**config.mk**
```make
export PLATFORM = sky130hd
export DESIGN_NAME = isa_io_recovery_timer
export DESIGN_NICKNAME = d
export VERILOG_FILES = /design/src/rtl/isa_recovery_pkg.sv /design/src/rtl/isa_clk_divider.sv /design/src/rtl/isa_io_recovery_timer.sv
export SDC_FILE = /design/constraint.sdc
export NUM_CORES = 1
export LEC_CHECK = 0
export ABC_AREA = 1
export BUFFER_PORTS_ARGS = -buffer_cell sky130_fd_sc_hd__buf_2
export CAP_MARGIN = 20
export CORE_UTILIZATION = 45
export DETAILED_ROUTE_END_ITERATION = 12
export PLACE_DENSITY = 0.76
export SLEW_MARGIN = 20
export SYNTH_ARGS = -nofsm -noshare
export SYNTH_HDL_FRONTEND = slang
export SYNTH_SLANG_ARGS = --single-unit
```
**constraint.sdc**
```tcl
create_clock -name CLOCK_I -period 2 [get_ports CLOCK_I]
set_clock_uncertainty 0.2 [all_clocks]
set_input_delay 0.2 -clock CLOCK_I [delete_from_list [all_inputs] [get_ports CLOCK_I]]
set_output_delay 0.2 -clock CLOCK_I [all_outputs]
set_load 0.05 [all_outputs]
```
**src/rtl/isa_recovery_pkg.sv**
```systemverilog
// constants, field layout and types shared by the i/o recovery timer files
package isa_recovery_pkg;

   // register byte addresses on the axi4-lite slave
   localparam logic [7:0] ADDR_RECOV  = 8'h4C;
   localparam logic [7:0] ADDR_DIV    = 8'h50;
   localparam logic [7:0] ADDR_STATUS = 8'h54;

   // reset values
   localparam logic [7:0] RECOV_RESET = 8'h56;
   localparam logic [7:0] DIV_RESET   = 8'h03;

   // field positions of the recovery control register
   localparam int RSVD_BIT  = 7;
   localparam int EN8_BIT   = 6;
   localparam int T8_LSB    = 3;
   localparam int EN16_BIT  = 2;
   localparam int T16_LSB   = 0;

   // field positions of the divisor and status registers
   localparam int DIV_LSB   = 0;
   localparam int DIV_W     = 3;
   localparam int STS_BUSY  = 0;
   localparam int STS_CYC   = 1;
   localparam int STS_WIDE  = 2;
   localparam int STS_CNT   = 4;

   // recovery counts in isa clocks
   localparam logic [3:0] MIN_RECOVERY = 4'h5;
   localparam logic [3:0] T8_ZERO_ADD  = 4'h8;
   localparam logic [3:0] T16_ZERO_ADD = 4'h4;

   // axi4-lite responses
   localparam logic [1:0] RESP_OKAY   = 2'h0;
   localparam logic [1:0] RESP_SLVERR = 2'h2;

   // recovery control fields as software programs them
   typedef struct packed {
      logic       en8;
      logic [2:0] time8;
      logic       en16;
      logic [1:0] time16;
   } recov_ctl_s;

   // attributes of the isa cycle now running
   typedef struct packed {
      logic io;
      logic wide;
      logic more;
   } cyc_info_s;

   typedef enum logic [2:0] {
      ST_IDLE    = 3'b001,
      ST_CYCLE   = 3'b010,
      ST_RECOVER = 3'b100
   } recov_state_e;

endpackage

```
**src/rtl/isa_clk_divider.sv**
```systemverilog
// isa bus clock generator: divides the system clock by a programmable integer
`timescale 1ns/1ps
module isa_clk_divider
   import isa_recovery_pkg::*;
#(
   parameter int W = DIV_W
) (
   input  wire logic         clk_i,
   input  wire logic         rst_i,
   input  wire logic [W-1:0] ratio_i,
   output logic              sysclk_o,
   output logic              tick_o
);

   logic [W-1:0] cnt_ff;
   logic [W-1:0] nxt_cnt;
   logic         sysclk_ff;
   logic         tick_ff;

   // ratio_i + 1 system clocks per isa clock; a new ratio takes effect at once, and a count already at or past it wraps on the next clock
   always_comb begin
      nxt_cnt = (cnt_ff >= ratio_i) ? '0 : W'(cnt_ff + 1'b1);
   end

   always_ff @(posedge clk_i or posedge rst_i) begin
      if (rst_i) begin
         cnt_ff <= '0;
      end else begin
         cnt_ff <= nxt_cnt;
      end
   end

   // high half first, so the wrap to zero is the isa rising edge
   always_ff @(posedge clk_i or posedge rst_i) begin
      if (rst_i) begin
         sysclk_ff <= 1'b0;
         tick_ff   <= 1'b0;
      end else begin
         sysclk_ff <= (nxt_cnt <= (ratio_i >> 1));
         tick_ff   <= (nxt_cnt == '0);
      end
   end

   assign sysclk_o = sysclk_ff;
   assign tick_o   = tick_ff;

endmodule

```
**src/rtl/isa_io_recovery_timer.sv**
```systemverilog
// isa i/o recovery timer with axi4-lite register slave
// Operation
// - at least five isa clocks between i/o cycles
// - gap runs from command rise to next bale
// - no gap between byte assembly sub-cycles
// - bit 6 enables extra 8-bit recovery
// - 8-bit code 001..111 adds 1..7, 000 adds 8
// - bit 2 enables extra 16-bit recovery
// - 16-bit code 01..11 adds 1..3, 00 adds 4
// - bit 7 reserved, reads zero
// - register resets to 56h
// - isa clock is divided system clock
`timescale 1ns/1ps
module isa_io_recovery_timer
   import isa_recovery_pkg::*;
#(
   parameter int AW = 8
) (
   input  wire logic          CLOCK_I,
   input  wire logic          RST_I,
   // axi4-lite slave
   input  wire logic [AW-1:0] S_AXI_AWADDR_I,
   input  wire logic          S_AXI_AWVALID_I,
   output logic               S_AXI_AWREADY_O,
   input  wire logic [31:0]   S_AXI_WDATA_I,
   input  wire logic [3:0]    S_AXI_WSTRB_I,
   input  wire logic          S_AXI_WVALID_I,
   output logic               S_AXI_WREADY_O,
   output logic [1:0]         S_AXI_BRESP_O,
   output logic               S_AXI_BVALID_O,
   input  wire logic          S_AXI_BREADY_I,
   input  wire logic [AW-1:0] S_AXI_ARADDR_I,
   input  wire logic          S_AXI_ARVALID_I,
   output logic               S_AXI_ARREADY_O,
   output logic [31:0]        S_AXI_RDATA_O,
   output logic [1:0]         S_AXI_RRESP_O,
   output logic               S_AXI_RVALID_O,
   input  wire logic          S_AXI_RREADY_I,
   // isa cycle generator side
   input  wire logic          CYC_REQ_I,
   output logic               CYC_GNT_O,
   input  wire logic          IO_CYCLE_I,
   input  wire logic          WIDE_CYCLE_I,
   input  wire logic          MORE_SUBCYCLES_I,
   input  wire logic          IO_CMD_N_I,
   output logic               SYSCLK_O
);

   // ------------------------------------------------------------------
   // how the gap is made
   //   the cycle generator asks for a new address-latch strobe on
   //   CYC_REQ_I and may only raise it while CYC_GNT_O is high.
   //   a falling command strobe marks the start of a cycle, and the
   //   cycle's attributes are latched at that moment.
   //   a rising command strobe ends the cycle. if it was the last
   //   i/o sub-cycle of an access, the counter loads the total for
   //   its width and the grant stays low until the count runs out.
   //   the count moves only on isa clock ticks, so a divisor written
   //   in mid-gap stretches or shrinks the rest of that gap.
   //   the first tick after the command rise may be a partial isa
   //   clock when the command does not rise on an isa clock edge.
   //   memory cycles and sub-cycles that are not the last one go
   //   straight back to idle, so byte assembly is never slowed.
   // ------------------------------------------------------------------

   recov_ctl_s        ctl_ff;
   logic [DIV_W-1:0]  div_ff;
   recov_state_e      state_ff;
   recov_state_e      nxt_state;
   cyc_info_s         cyc_ff;
   logic [3:0]        cnt_ff;
   logic [3:0]        nxt_cnt;
   logic              cmd_n_q_ff;
   logic              cmd_fall;
   logic              cmd_rise;
   logic              isa_tick;
   logic [3:0]        extra8;
   logic [3:0]        extra16;
   logic [3:0]        total;

   // axi state
   logic [AW-1:0]     awaddr_ff;
   logic              aw_full_ff;
   logic [31:0]       wdata_ff;
   logic [3:0]        wstrb_ff;
   logic              w_full_ff;
   logic              bvalid_ff;
   logic [1:0]        bresp_ff;
   logic              rvalid_ff;
   logic [1:0]        rresp_ff;
   logic [31:0]       rdata_ff;
   logic              do_write;
   logic              do_read;
   logic [31:0]       rd_mux;
   logic              rd_hit;

   // isa clock source; the count below only moves on its rising edges
   isa_clk_divider #(
      .W (DIV_W)
   ) u_div (
      .clk_i    (CLOCK_I),
      .rst_i    (RST_I),
      .ratio_i  (div_ff),
      .sysclk_o (SYSCLK_O),
      .tick_o   (isa_tick)
   );

   // ------------------------------------------------------------------
   // command strobe edges; inputs are synchronous to CLOCK_I
   always_ff @(posedge CLOCK_I or posedge RST_I) begin
      if (RST_I) begin
         cmd_n_q_ff <= 1'b1;
      end else begin
         cmd_n_q_ff <= IO_CMD_N_I;
      end
   end

   assign cmd_fall = cmd_n_q_ff & ~IO_CMD_N_I;
   assign cmd_rise = ~cmd_n_q_ff & IO_CMD_N_I;

   // cycle attributes latched while the command starts
   always_ff @(posedge CLOCK_I or posedge RST_I) begin
      if (RST_I) begin
         cyc_ff <= '0;
      end else if (cmd_fall) begin
         cyc_ff <= '{io: IO_CYCLE_I, wide: WIDE_CYCLE_I, more: MORE_SUBCYCLES_I};
      end
   end

   // ------------------------------------------------------------------
   // recovery total for the cycle that just ended
   always_comb begin
      extra8  = (ctl_ff.time8 == 3'h0) ? T8_ZERO_ADD : {1'b0, ctl_ff.time8};
      extra16 = (ctl_ff.time16 == 2'h0) ? T16_ZERO_ADD : {2'b00, ctl_ff.time16};
      if (cyc_ff.wide) begin
         total = MIN_RECOVERY + (ctl_ff.en16 ? extra16 : 4'h0);
      end else begin
         total = MIN_RECOVERY + (ctl_ff.en8 ? extra8 : 4'h0);
      end
   end

   // sequencer: idle -> cycle on command fall -> recover on command rise
   always_comb begin
      nxt_state = state_ff;
      nxt_cnt   = cnt_ff;
      unique case (state_ff)
         ST_IDLE: begin
            if (cmd_fall) begin
               nxt_state = ST_CYCLE;
            end
         end
         ST_CYCLE: begin
            if (cmd_rise) begin
               // sub-cycles of one access run back to back
               if (cyc_ff.io && !cyc_ff.more) begin
                  nxt_state = ST_RECOVER;
                  nxt_cnt   = total;
               end else begin
                  nxt_state = ST_IDLE;
               end
            end
         end
         ST_RECOVER: begin
            // count isa clock ticks, the first possibly partial; exit once the last one has passed
            if (isa_tick) begin
               nxt_cnt = cnt_ff - 4'h1;
               if (cnt_ff == 4'h1) begin
                  nxt_state = ST_IDLE;
               end
            end
         end
         default: begin
            nxt_state = ST_IDLE;
            nxt_cnt   = 4'h0;
         end
      endcase
   end


   // sequencer state and recovery count; both clear so the first
   // cycle after reset is granted without any gap
   always_ff @(posedge CLOCK_I or posedge RST_I) begin
      if (RST_I) begin
         state_ff <= ST_IDLE;
         cnt_ff   <= 4'h0;
      end else begin
         state_ff <= nxt_state;
         cnt_ff   <= nxt_cnt;
      end
   end

   // the next bale may only start while idle; this is what stretches the gap
   assign CYC_GNT_O = CYC_REQ_I && (state_ff == ST_IDLE) && IO_CMD_N_I;

   // ------------------------------------------------------------------
   // axi write: address and data are taken independently, response after both
   assign S_AXI_AWREADY_O = ~aw_full_ff & ~bvalid_ff;
   assign S_AXI_WREADY_O  = ~w_full_ff & ~bvalid_ff;
   assign do_write        = aw_full_ff & w_full_ff & ~bvalid_ff;

   always_ff @(posedge CLOCK_I or posedge RST_I) begin
      if (RST_I) begin
         aw_full_ff <= 1'b0;
         awaddr_ff  <= '0;
      end else if (S_AXI_AWVALID_I && S_AXI_AWREADY_O) begin
         aw_full_ff <= 1'b1;
         awaddr_ff  <= S_AXI_AWADDR_I;
      end else if (do_write) begin
         aw_full_ff <= 1'b0;
      end
   end

   always_ff @(posedge CLOCK_I or posedge RST_I) begin
      if (RST_I) begin
         w_full_ff <= 1'b0;
         wdata_ff  <= 32'h0;
         wstrb_ff  <= 4'h0;
      end else if (S_AXI_WVALID_I && S_AXI_WREADY_O) begin
         w_full_ff <= 1'b1;
         wdata_ff  <= S_AXI_WDATA_I;
         wstrb_ff  <= S_AXI_WSTRB_I;
      end else if (do_write) begin
         w_full_ff <= 1'b0;
      end
   end

   // registers live in byte lane 0; other lanes are ignored
   always_ff @(posedge CLOCK_I or posedge RST_I) begin
      if (RST_I) begin
         ctl_ff <= recov_ctl_s'(RECOV_RESET[RSVD_BIT-1:0]);
         div_ff <= DIV_RESET[DIV_LSB +: DIV_W];
      end else if (do_write && wstrb_ff[0]) begin
         if (awaddr_ff == AW'(ADDR_RECOV)) begin
            ctl_ff <= recov_ctl_s'(wdata_ff[RSVD_BIT-1:0]);
         end
         if (awaddr_ff == AW'(ADDR_DIV)) begin
            div_ff <= wdata_ff[DIV_LSB +: DIV_W];
         end
      end
   end

   // status is read-only: a write to it is accepted and dropped
   always_ff @(posedge CLOCK_I or posedge RST_I) begin
      if (RST_I) begin
         bvalid_ff <= 1'b0;
         bresp_ff  <= RESP_OKAY;
      end else if (do_write) begin
         bvalid_ff <= 1'b1;
         bresp_ff  <= (awaddr_ff == AW'(ADDR_RECOV) || awaddr_ff == AW'(ADDR_DIV) ||
                       awaddr_ff == AW'(ADDR_STATUS)) ? RESP_OKAY : RESP_SLVERR;
      end else if (S_AXI_BREADY_I) begin
         bvalid_ff <= 1'b0;
      end
   end

   assign S_AXI_BVALID_O = bvalid_ff;
   assign S_AXI_BRESP_O  = bresp_ff;

   // ------------------------------------------------------------------
   // axi read: one outstanding read, data registered at the take and valid in the cycle after
   assign S_AXI_ARREADY_O = ~rvalid_ff;
   assign do_read         = S_AXI_ARVALID_I & ~rvalid_ff;

   always_comb begin
      rd_mux = 32'h0;
      rd_hit = 1'b1;
      if (S_AXI_ARADDR_I == AW'(ADDR_RECOV)) begin
         rd_mux[RSVD_BIT-1:0] = ctl_ff;
      end else if (S_AXI_ARADDR_I == AW'(ADDR_DIV)) begin
         rd_mux[DIV_LSB +: DIV_W] = div_ff;
      end else if (S_AXI_ARADDR_I == AW'(ADDR_STATUS)) begin
         rd_mux[STS_BUSY]     = (state_ff == ST_RECOVER);
         rd_mux[STS_CYC]      = (state_ff == ST_CYCLE);
         rd_mux[STS_WIDE]     = cyc_ff.wide;
         rd_mux[STS_CNT +: 4] = cnt_ff;
      end else begin
         rd_hit = 1'b0;
      end
   end


   // read response; the data is frozen at the take, so a status word
   // shows the state of the cycle in which the address was accepted
   always_ff @(posedge CLOCK_I or posedge RST_I) begin
      if (RST_I) begin
         rvalid_ff <= 1'b0;
         rdata_ff  <= 32'h0;
         rresp_ff  <= RESP_OKAY;
      end else if (do_read) begin
         rvalid_ff <= 1'b1;
         rdata_ff  <= rd_mux;
         rresp_ff  <= rd_hit ? RESP_OKAY : RESP_SLVERR;
      end else if (S_AXI_RREADY_I) begin
         rvalid_ff <= 1'b0;
      end
   end


   // read channel outputs straight from their flip-flops
   assign S_AXI_RVALID_O = rvalid_ff;
   assign S_AXI_RDATA_O  = rdata_ff;
   assign S_AXI_RRESP_O  = rresp_ff;

endmodule

```
Yosys cells after proc, flatten, opt, wreduce, memory -nomap -nowiden
Cells that the tools add are included.
{"block": "word_totals", "regBits": 58, "in_bits": 64, "out_inout_bits": 43, "wordCells": 115}
{"block": "classes", "add_sub_neg": 4, "order_cmp": 2, "eq_ne": 15, "n_mux": 36, "bitwise_logic": 14, "n_reduce_logical": 20}
{"op": "$eq 8x7->1 const B", "n": 6}
{"op": "$mux 3", "n": 12}
{"op": "$mux 4", "n": 8}
{"op": "$mux 1", "n": 12}
{"op": "$pmux 4 s3", "n": 1}
{"op": "$pmux 3 s3", "n": 1}
{"op": "$ne 2x2->1 const B", "n": 4}
{"op": "$reduce_and 4->1", "n": 2}
{"op": "$reduce_bool 2->1", "n": 4}
{"op": "$and 1x1->1", "n": 7}
{"op": "$not 1->1", "n": 7}
{"op": "$logic_and 1x1->1", "n": 6}
{"op": "$logic_not 3->1", "n": 2}
{"op": "$add 3x3->4 const A", "n": 1}
{"op": "$add 3x4->4 const A", "n": 1}
{"op": "$eq 4x1->1 const B", "n": 1}
{"op": "$mux 2", "n": 2}
{"op": "$reduce_and 2->1", "n": 2}
{"op": "$sub 4x1->4 const B", "n": 1}
{"op": "$add 3x1->3 const B", "n": 1}
{"op": "$eq 3x1->1 const B", "n": 1}
{"op": "$eq 3x2->1 const B", "n": 1}
{"op": "$eq 3x3->1 const B", "n": 1}
{"op": "$ge 3x3->1", "n": 1}
{"op": "other kinds (5)", "n": 6}

Depth between registers and ports, before layout
Gate-level depths: netlist (run 1).
{"block": "logic_depth", "ltp_word": 8, "mapped_depth": 10, "mapped_depth_nobuf": 10}

By module
From an unflattened synthesis (run 1), not the netlist that was laid out.
{"block": "unflattened", "cells_unflattened": 368, "hier_area_um2": 3080.5}
{"mod": "isa_io_recovery_timer", "n_inst": 1, "cells_per_inst": 327, "area_per_inst_um2": 2743.9, "seq_area_each_um2": 1286.2}
{"mod": "isa_clk_divider", "n_inst": 1, "cells_per_inst": 41, "area_per_inst_um2": 336.6, "seq_area_each_um2": 125.1}

Worst setup path before layout (run 1)
No wires, ideal clock.
{"block": "synth_timing", "path_type": "register to register", "from": "reg bvalid_ff, in the netlist S_AXI_BVALID_O", "to": "reg awaddr_ff[2]", "setup_ps": 127, "arrival_ps": 1737, "required_time_ps": 1673, "path_slack_ps": -64, "path_stages_with_launch": 5, "path_buffers": 1, "period_less_slack_ps": 2064, "cell_sequence": "dfrtp_1 nor2_2 nand2_2 buf_6 mux2_1"}
{"block": "synth_via", "elab_chain_len": 3}
{"item": "start, declared", "line_no": "isa_io_recovery_timer.sv:87", "text": "logic bvalid_ff;"}
{"item": "start signal, assigned", "line_no": "isa_io_recovery_timer.sv:245", "text": "bvalid_ff <= 1'b0;"}
{"item": "start signal, assigned", "line_no": "isa_io_recovery_timer.sv:248", "text": "bvalid_ff <= 1'b1;"}
{"item": "start signal, assigned", "line_no": "isa_io_recovery_timer.sv:252", "text": "bvalid_ff <= 1'b0;"}
{"item": "$not 1->1", "line_no": "isa_io_recovery_timer.sv:197", "text": "assign S_AXI_AWREADY_O = ~aw_full_ff & ~bvalid_ff;"}
{"item": "$and 1x1->1", "line_no": "isa_io_recovery_timer.sv:197"}
{"item": "named net S_AXI_AWREADY_O", "line_no": "isa_io_recovery_timer.sv:24", "text": "output logic S_AXI_AWREADY_O,"}
{"item": "$logic_and 1x1->1", "line_no": "isa_io_recovery_timer.sv:205", "text": "end else if (S_AXI_AWVALID_I && S_AXI_AWREADY_O) begin"}
{"item": "end signal, assigned", "line_no": "isa_io_recovery_timer.sv:204", "text": "awaddr_ff <= '0;"}
{"item": "end signal, assigned", "line_no": "isa_io_recovery_timer.sv:207", "text": "awaddr_ff <= S_AXI_AWADDR_I;"}
{"item": "end, declared", "line_no": "isa_io_recovery_timer.sv:82", "text": "logic [AW-1:0] awaddr_ff;"}
The timed path passes the listed nets, and every way through them passes these cells.
A chain may end at the register's enable or synchronous reset.

Final worst setup path (run 1)
{"block": "layout_timing", "from": "reg div_ff[1]", "to": "reg u_div.sysclk_ff, in the netlist u_div.sysclk_o"}
{"block": "layout_via", "elab_chain_len": 3}
{"item": "start, declared", "line_no": "isa_io_recovery_timer.sv:67", "text": "logic [DIV_W-1:0] div_ff;"}
{"item": "start signal, assigned", "line_no": "isa_io_recovery_timer.sv:231", "text": "div_ff <= DIV_RESET[DIV_LSB +: DIV_W];"}
{"item": "start signal, assigned", "line_no": "isa_io_recovery_timer.sv:237", "text": "div_ff <= wdata_ff[DIV_LSB +: DIV_W];"}
{"item": "$ge 3x3->1", "line_no": "isa_clk_divider.sv:22", "text": "nxt_cnt = (cnt_ff >= ratio_i) ? '0 : W'(cnt_ff + 1'b1);"}
{"item": "$mux 3", "line_no": "isa_clk_divider.sv:22"}
{"item": "named net u_div.nxt_cnt[1]", "line_no": "isa_clk_divider.sv:16", "text": "logic [W-1:0] nxt_cnt;"}
{"item": "$le 3x2->1", "line_no": "isa_clk_divider.sv:39", "text": "sysclk_ff <= (nxt_cnt <= (ratio_i >> 1));"}
{"item": "end signal, assigned", "line_no": "isa_clk_divider.sv:39"}
{"item": "end, declared", "line_no": "isa_clk_divider.sv:17", "text": "logic sysclk_ff;"}
The timed path passes the listed nets, and every way through them passes these cells.

==> qor.yml, run 1 <==
clocking:
  root_buffer: "clkbuf_8"
  ctsLongestPathBuffers: 2
  clock-sinks: 56
  clock_latency_ps: 310
  path_clk_slew_ps: 100
  cts_max_level: 2
  cts_buffers: 5
  cts_tree: "built"
timing:
  hold_viol_final: 0
  fmax_ghz: 0.5179
  rsz0062_at_grt: "yes"
  hold_slack_ps: 59.00
  fin_crit_ps: 1931
  fin_crit_sh: 0.9654
  drv_slew: 0
  setup_viol: 0
worst_setup_path:
  crit_arrival_ps: 1920
  crit_type: "register to register"
  cp-end-kind: "register"
  crit_path_max_fanout: 3
  cp-start-kind: "register"
  cp.required_ps: 1990
synthesis:
  ys_ff_latch: 56
  ys_warn_count: 0
  synth_area_mm2: 0.003057
  synth_largest_area_cell: "dfrtp_1"
  synth_top_cell_area_share: 0.3930
  yosysSeqAreaShare: 0.4617
  yosys-top-cells-area: "dfrtp_1 39%, nand2_1 10%, dfstp_2 6.9%"
  ys_types: 32
  syn_area_per_cell_um2: 8.421
  synthCells: 363
floorplanning:
  rows: 29
  die_x_um: 84.42
  core_mm2: 0.006459
  boundaryPins: 107
  dieArea_mm2: 0.007126
  start_util: 0.4733
  die_h_um: 84.42
power:
  peakVddDrop_uv: 817.0
  leakagePower_nw: 1.911
  powerDensity_mw_per_mm2: 1034
job:
  drv_cap: 0
final_layout:
  diodes: 0
  fin_cells: 524
  drive_above_1_share: 0.2550
  layout.nets: 519
  areaGrowthSynthToFinish_pct: 21.98
  nFillCells: 588
  fin_util: 0.5773
drt:
  drt-initial-drc-count: 123
  via_per_inst: 4.788
  num_vias: 2509
  drcViolationCount: 12
  ant_nets: 0
  drt_first_pass_iters: 8
  routedWlPerCell_um: 11.61
  routed_wl_um: 6082
hold_path:
  holdCritPathClass: "input pin to register"
placement:
  dpl.cell_count: 492
  gp_congestion: 0.8678
  portBuffers: 52
  dp_hpwl_um: 4458
status:
  failed_checks: "DRC"
  status: "complete, but fails checks"
global_routing:
  gr-total-overflow: 0
  antenna_found_initial: 0
  grt.total_usage: 0.1849
  first_global_vias: 2490
  grt_max_degree: 36
  grt_pass1_wl_um: 10540
-- path summary, 6_finish.rpt --
path / from / end / slack, ps / cells past startpoint
worst max-delay path: div_ff[1]$_DFFE_PP1P_ / u_div.sysclk_o$_DFF_PP0_ / 70 / 9
worst min-delay path: S_AXI_AWVALID_I / aw_full_ff$_DFFE_PP0P_ / 60 / 3
worst max register to register: div_ff[1]$_DFFE_PP1P_ / u_div.sysclk_o$_DFF_PP0_ / 70 / 9
worst min register to register: S_AXI_RDATA_O[4]$_DFFE_PP0P_ / S_AXI_RDATA_O[4]$_DFFE_PP0P_ / 280 / 2
max in group asynchronous: RST_I / div_ff[1]$_DFFE_PP1P_ / 730 / 4
min in group asynchronous: RST_I / S_AXI_RDATA_O[4]$_DFFE_PP0P_ / 260 / 3
-- critical path, cell delays in order, from the launching register on --
cell and delay [ps]:
dfstp_2 550, inv_2 50, ha_4 260, nand3b_1 90
nand3_2 130, nor2_4 50, ha_4 260, inv_2 30
o21bai_1 120, a21oi_1 70
-- final cells by class --
class | count | area, µm² | share of cell area
timing repair buffer | 81 | 548.0 | 0.1470
tap | 77 | 96.34 | 0.02584
multi-input combinational | 257 | 1415 | 0.3795
inverter | 45 | 168.9 | 0.04530
sequential | 56 | 1411 | 0.3785
clock inverter | 2 | 16.27 | 0.004362
clock buffer | 6 | 72.57 | 0.01946
-- sequential cells by signal, summed over array words and instances (netlist names) --
| signal | cells |
|---|---|
| S_AXI_RDATA_O | 8 |
| awaddr_ff | 8 |
| ctl_ff | 7 |
| wdata_ff | 7 |
| cnt_ff | 4 |
| cyc_ff | 3 |
| div_ff | 3 |
| state_ff | 3 |
| u_div.cnt_ff | 3 |
| S_AXI_BRESP_O | 1 |
| S_AXI_BVALID_O | 1 |
| S_AXI_RRESP_O | 1 |
| S_AXI_RVALID_O | 1 |
| aw_full_ff | 1 |
| cmd_n_q_ff | 1 |
| u_div.sysclk_o | 1 |
| u_div.tick_o | 1 |
| w_full_ff | 1 |
| wstrb_ff | 1 |
-- synth_stat cells, drive strengths merged --
| master | count |
|---|---|
| clkbuf | 1 |
| nor2 | 38 |
| nor3 | 5 |
| a31o | 1 |
| o21ai | 19 |
| o21bai | 1 |
| a21oi | 13 |
| mux2 | 12 |
| nand2 | 86 |
| dfrtp | 48 |
| o211ai | 1 |
| o31ai | 2 |
| dfstp | 8 |
| inv | 45 |
| conb | 1 |
| ha | 9 |
| nand3b | 1 |
| buf | 29 |
| nand4 | 2 |
| nand3 | 41 |
-- kinds of logic (layout without fill, tap and decap cells) --
| group | count (synthesis) | count (layout) | synth area share |
|---|---|---|---|
| mux | 12 | 12 | 0.04421 |
| buf+inv | 75 | 134 | 0.1293 |
| simple gates | 173 | 173 | 0.2591 |
| other cells | 1 | 26 | 0.001227 |
| compound gates | 37 | 37 | 0.06754 |
| flops | 56 | 56 | 0.4617 |
| fa+ha+maj | 9 | 9 | 0.03684 |
-- layer usage --
| metal | wire (µm) | global-route usage |
|---|---|---|
| met1 | 2561 | 0.2057 |
| met2 | 3207 | 0.3480 |
| met3 | 240 | 0.03736 |
| met4 | 72 | 0.06934 |
| met5 | 0 | 0 |
-- power breakdown --
| group | internal (W) | switching, W | total [W] |
|---|---|---|---|
| Combinational | 0.000530 | 0.000970 | 0.00150 |
| Clock | 0.000250 | 0.000364 | 0.000614 |
| Sequential | 0.00147 | 0.000267 | 0.00174 |
-- placed cells by master, fill, tap and decap left out, types with 4 or more instances in the layout --
cell type / Yosys / final
clkbuf_8: 0 / 5
buf_4: 26 / 5
nor2_1: 31 / 29
dlygate4sd3_1: 0 / 23
dfrtp_1: 48 / 48
conb_1: 1 / 26
nand2_1: 82 / 82
nand3_1: 40 / 38
o21ai_0: 16 / 16
nor2_4: 3 / 6
dfstp_2: 8 / 8
ha_1: 9 / 6
buf_2: 1 / 52
mux2_2: 11 / 11
inv_1: 45 / 41
a21oi_1: 12 / 11
nand2_2: 4 / 4
inv_2: 0 / 4
-- what timing repair did --
action / in CTS / in global routing
hold buffers: 23 / 0
endpoints found under the hold margin: 41 / 0
gates resized for setup: 4 / 8
endpoints found under the setup margin: 1 / 1
setup buffers: 1 / 0
pin swaps: 2 / 7
-- stage by stage --
step / total power [W] / setup TNS [ps] / instance area (µm²) / setup slack, ps
2_1_floorplan: 0.002940 / 0 / 3161 / 50.39
3_3_place_gp: 0.003148 / 0 / 3341 / 38.04
3_5_place_dp: 0.003209 / -70.37 / 3341 / -70.37
4_1_cts: 0.003873 / 0 / 3692 / 15.65
5_1_grt: 0.004145 / -22.20 / 3729 / -22.20
6_report: 0.003854 / 0 / 3729 / 69.23
No activity file was read; power rests on OpenSTA's default activity.
==> run 2: changes to the inputs <==
--- a/config.mk
+++ b/config.mk
@@ -11,6 +11,7 @@
 export CORE_UTILIZATION = 45
 export DETAILED_ROUTE_END_ITERATION = 12
 export PLACE_DENSITY = 0.76
+export SETUP_SLACK_MARGIN = 0.1
 export SLEW_MARGIN = 20
 export SYNTH_ARGS = -nofsm -noshare
 export SYNTH_HDL_FRONTEND = slang
==> run 2 against run 1 <==
  * The flow still finishes with violations (DRC)
  * Global-route usage down 0.59 points
  * Sequential share of layout area down 0.29 points
  * Design area up 0.77%
  * Non-clock buffer count up 1
  * Via count up 0.28%
  * Register-to-register slack worse by 20 ps
  * Total power up 2.0%
  * Worst setup slack worse by 24 ps
  * Critical endpoint unchanged
  * Sequential cell count unchanged
  * Hold slack worse by 26 ps
==> qor.yml, run 2 (synthesis gave the netlist of run 1 again) <==
status:
  status: "complete, but fails checks"
  failed_checks: "DRC"
worst_setup_path:
  rr_startpoint: "div_ff[0]$_DFFE_PP1P_"
  critPathMaxStageDelay_ps: 590
  reg2reg_slack_ps: 50
  cp-end-kind: "register"
  crit_path_max_fanout: 3
  slowest_stage: "dfstp_2"
  cp.required_ps: 2000
  path_common_cell: "nand3_2"
  crit_family: "flip-flops"
  r2r-end: "u_div.sysclk_o$_DFF_PP0_"
  path_buf_inv: 1
  rr_worst_depth: 8
  path_cells: "ha_1 > nand3_2 > nand3_2 > nor2_4 > ha_4 > buf_4 > nand2_1 > a21oi_1"
  crit_arrival_ps: 1950
  crit_type: "register to register"
  cp-start-kind: "register"
placement:
  dpl.cell_count: 492
  dp_hpwl_um: 4388
  gp_congestion: 0.8637
  portBuffers: 52
  place_area_mm2: 0.003363
final_layout:
  stdcell_area_mm2: 0.003757
  final_cell_mix: "82 x nand2_1, 51 x buf_2, 48 x dfrtp_1, 41 x inv_1, 37 x nand3_1"
  areaGrowthSynthToFinish_pct: 22.92
  diodes: 0
  mostFrequentLayoutCell: "nand2_1"
  fin_cells: 525
  drive_above_1_share: 0.2634
  layout.nets: 520
drt:
  routedWlPerCell_um: 11.33
  drcViolationCount: 20
  routed_wl_um: 5949
  drt-initial-drc-count: 146
  via_per_inst: 4.792
  ant_nets: 0
  num_vias: 2516
  drt_first_pass_iters: 8
floorplanning:
  rows: 29
  die_h_um: 84.42
  start_util: 0.4733
  die_x_um: 84.42
  boundaryPins: 107
  dieArea_mm2: 0.007126
  core_mm2: 0.006459
timing:
  fin_tns_setup_ps: 0
  worst_pin_slew_ps: 513.2
  setup_viol: 0
  fin_crit_ps: 1954
  drv_slew: 0
  hold_viol_final: 0
  rsz0062_at_grt: "yes"
  slew_headroom: 0.6574
  fin_crit_sh: 0.9772
  fmax_ghz: 0.5117
global_routing:
  first_global_vias: 2442
  grt_pass1_wl_um: 10230
  antenna_found_initial: 0
  busiest_layer: "met2"
  met3_usage: 0.04818
  grt.total_usage: 0.1790
  use_met2: 0.3256
  gr-total-overflow: 0
  grt_max_degree: 35
  use_met1: 0.2116
clocking:
  clock-sinks: 56
  clock_latency_ps: 320
  cts_tree: "built"
  root_buffer: "clkbuf_8"
  cts_buffers: 5
  path_clk_slew_ps: 110
  ctsLongestPathBuffers: 2
  cts_max_level: 2
power:
  leakagePower_nw: 1.928
  powerDensity_mw_per_mm2: 1046
  peakVddDrop_uv: 793.4
hold_path:
  holdCritPathClass: "input pin to register"
  hold_end: "aw_full_ff$_DFFE_PP0P_"
  hold_start: "S_AXI_AWVALID_I"
  worst_hold_path.num_cells: 3
job:
  drv_cap: 0
[run 2: cell types whose count changed in the layout (fill, tap and decap cells not counted), sizes merged]
cell | previous run | this run
inv | 45 | 48
clkinv | 1 | 0
clkinvlp | 1 | 0
[run 2: timing repair]
action / 4_1_cts / 5_1_grt
hold buffers: 23 / 0
resized for setup: 1 / 9
endpoints found under the setup margin: 1 / 3
hold endpoints to repair: 42 / 0
buffers inserted: 0 / 2
pin swaps: 3 / 4
cloned: 0 / 0
[run 2: where the power goes]
group,internal [W],leakage (nW),total (W),switching (W)
Combinational,0.000540,1.20,0.00151,0.000974
Sequential,0.00147,0.680,0.00174,0.000267
Clock,0.000266,0.0511,0.000676,0.000410
Total,0.00228,1.93,0.00393,0.00165
[run 2: final cells by class]
class                           instances  area (µm²)
Fill cell                             537        2701
Multi-Input combinational cell        257        1425
Sequential cell                        56        1411
Timing Repair Buffer                   82       558.0
Inverter                               45       168.9
Tap cell                               77       96.34
Clock buffer                            5       68.82
Clock inverter                          3       28.78
[run 2: how the worst max path moves through the flow]
stage | start | to | slack (ps) | cells after the start
after floorplan | S_AXI_BVALID_O$_DFFE_PP0P_ | awaddr_ff[2]$_DFFE_PP0P_ | 100 | 4
after global placement | div_ff[1]$_DFFE_PP1P_ | u_div.sysclk_o$_DFF_PP0_ | 90 | 9
after detailed placement | div_ff[2]$_DFFE_PP0P_ | u_div.sysclk_o$_DFF_PP0_ | 40 | 9
after CTS | div_ff[1]$_DFFE_PP1P_ | u_div.sysclk_o$_DFF_PP0_ | 60 | 9
after global routing | div_ff[1]$_DFFE_PP1P_ | u_div.sysclk_o$_DFF_PP0_ | -40 | 9
final | div_ff[0]$_DFFE_PP1P_ | u_div.sysclk_o$_DFF_PP0_ | 50 | 8
[run 2: per-stage QoR]
stage / total power [W] / util / worst slack, ps / hold slack [ps]
after floorplan: 0.002947 / - / 101.2 / 4.478
after global placement: 0.003157 / 0.5207 / 92.56 / 68.84
after detailed placement: 0.003209 / 0.5207 / 44.48 / 72.65
after CTS: 0.003921 / 0.5721 / 58.82 / 36.24
after global routing: 0.004200 / 0.5818 / -36.15 / 77.45
final: 0.003929 / 0.5818 / 45.62 / 33.38
[run 2: routing by layer]
layer / wire length [µm] / part of all wire / up-vias
li1: - / - / 1279
met1: 2603 / 0.44 / 1158
met2: 3039 / 0.51 / 73
met3: 247 / 0.042 / 6
met4: 58 / 0.0097 / 0
met5: 0 / 0 / -
[run 2: worst register-to-register path: cells and delay by family, from the launching register on]
family / cells / cell delay [ps]
flops: 1 / 590
fa+ha+maj: 2 / 470
simple gates: 4 / 400
buf+inv: 1 / 130
compound gates: 1 / 50
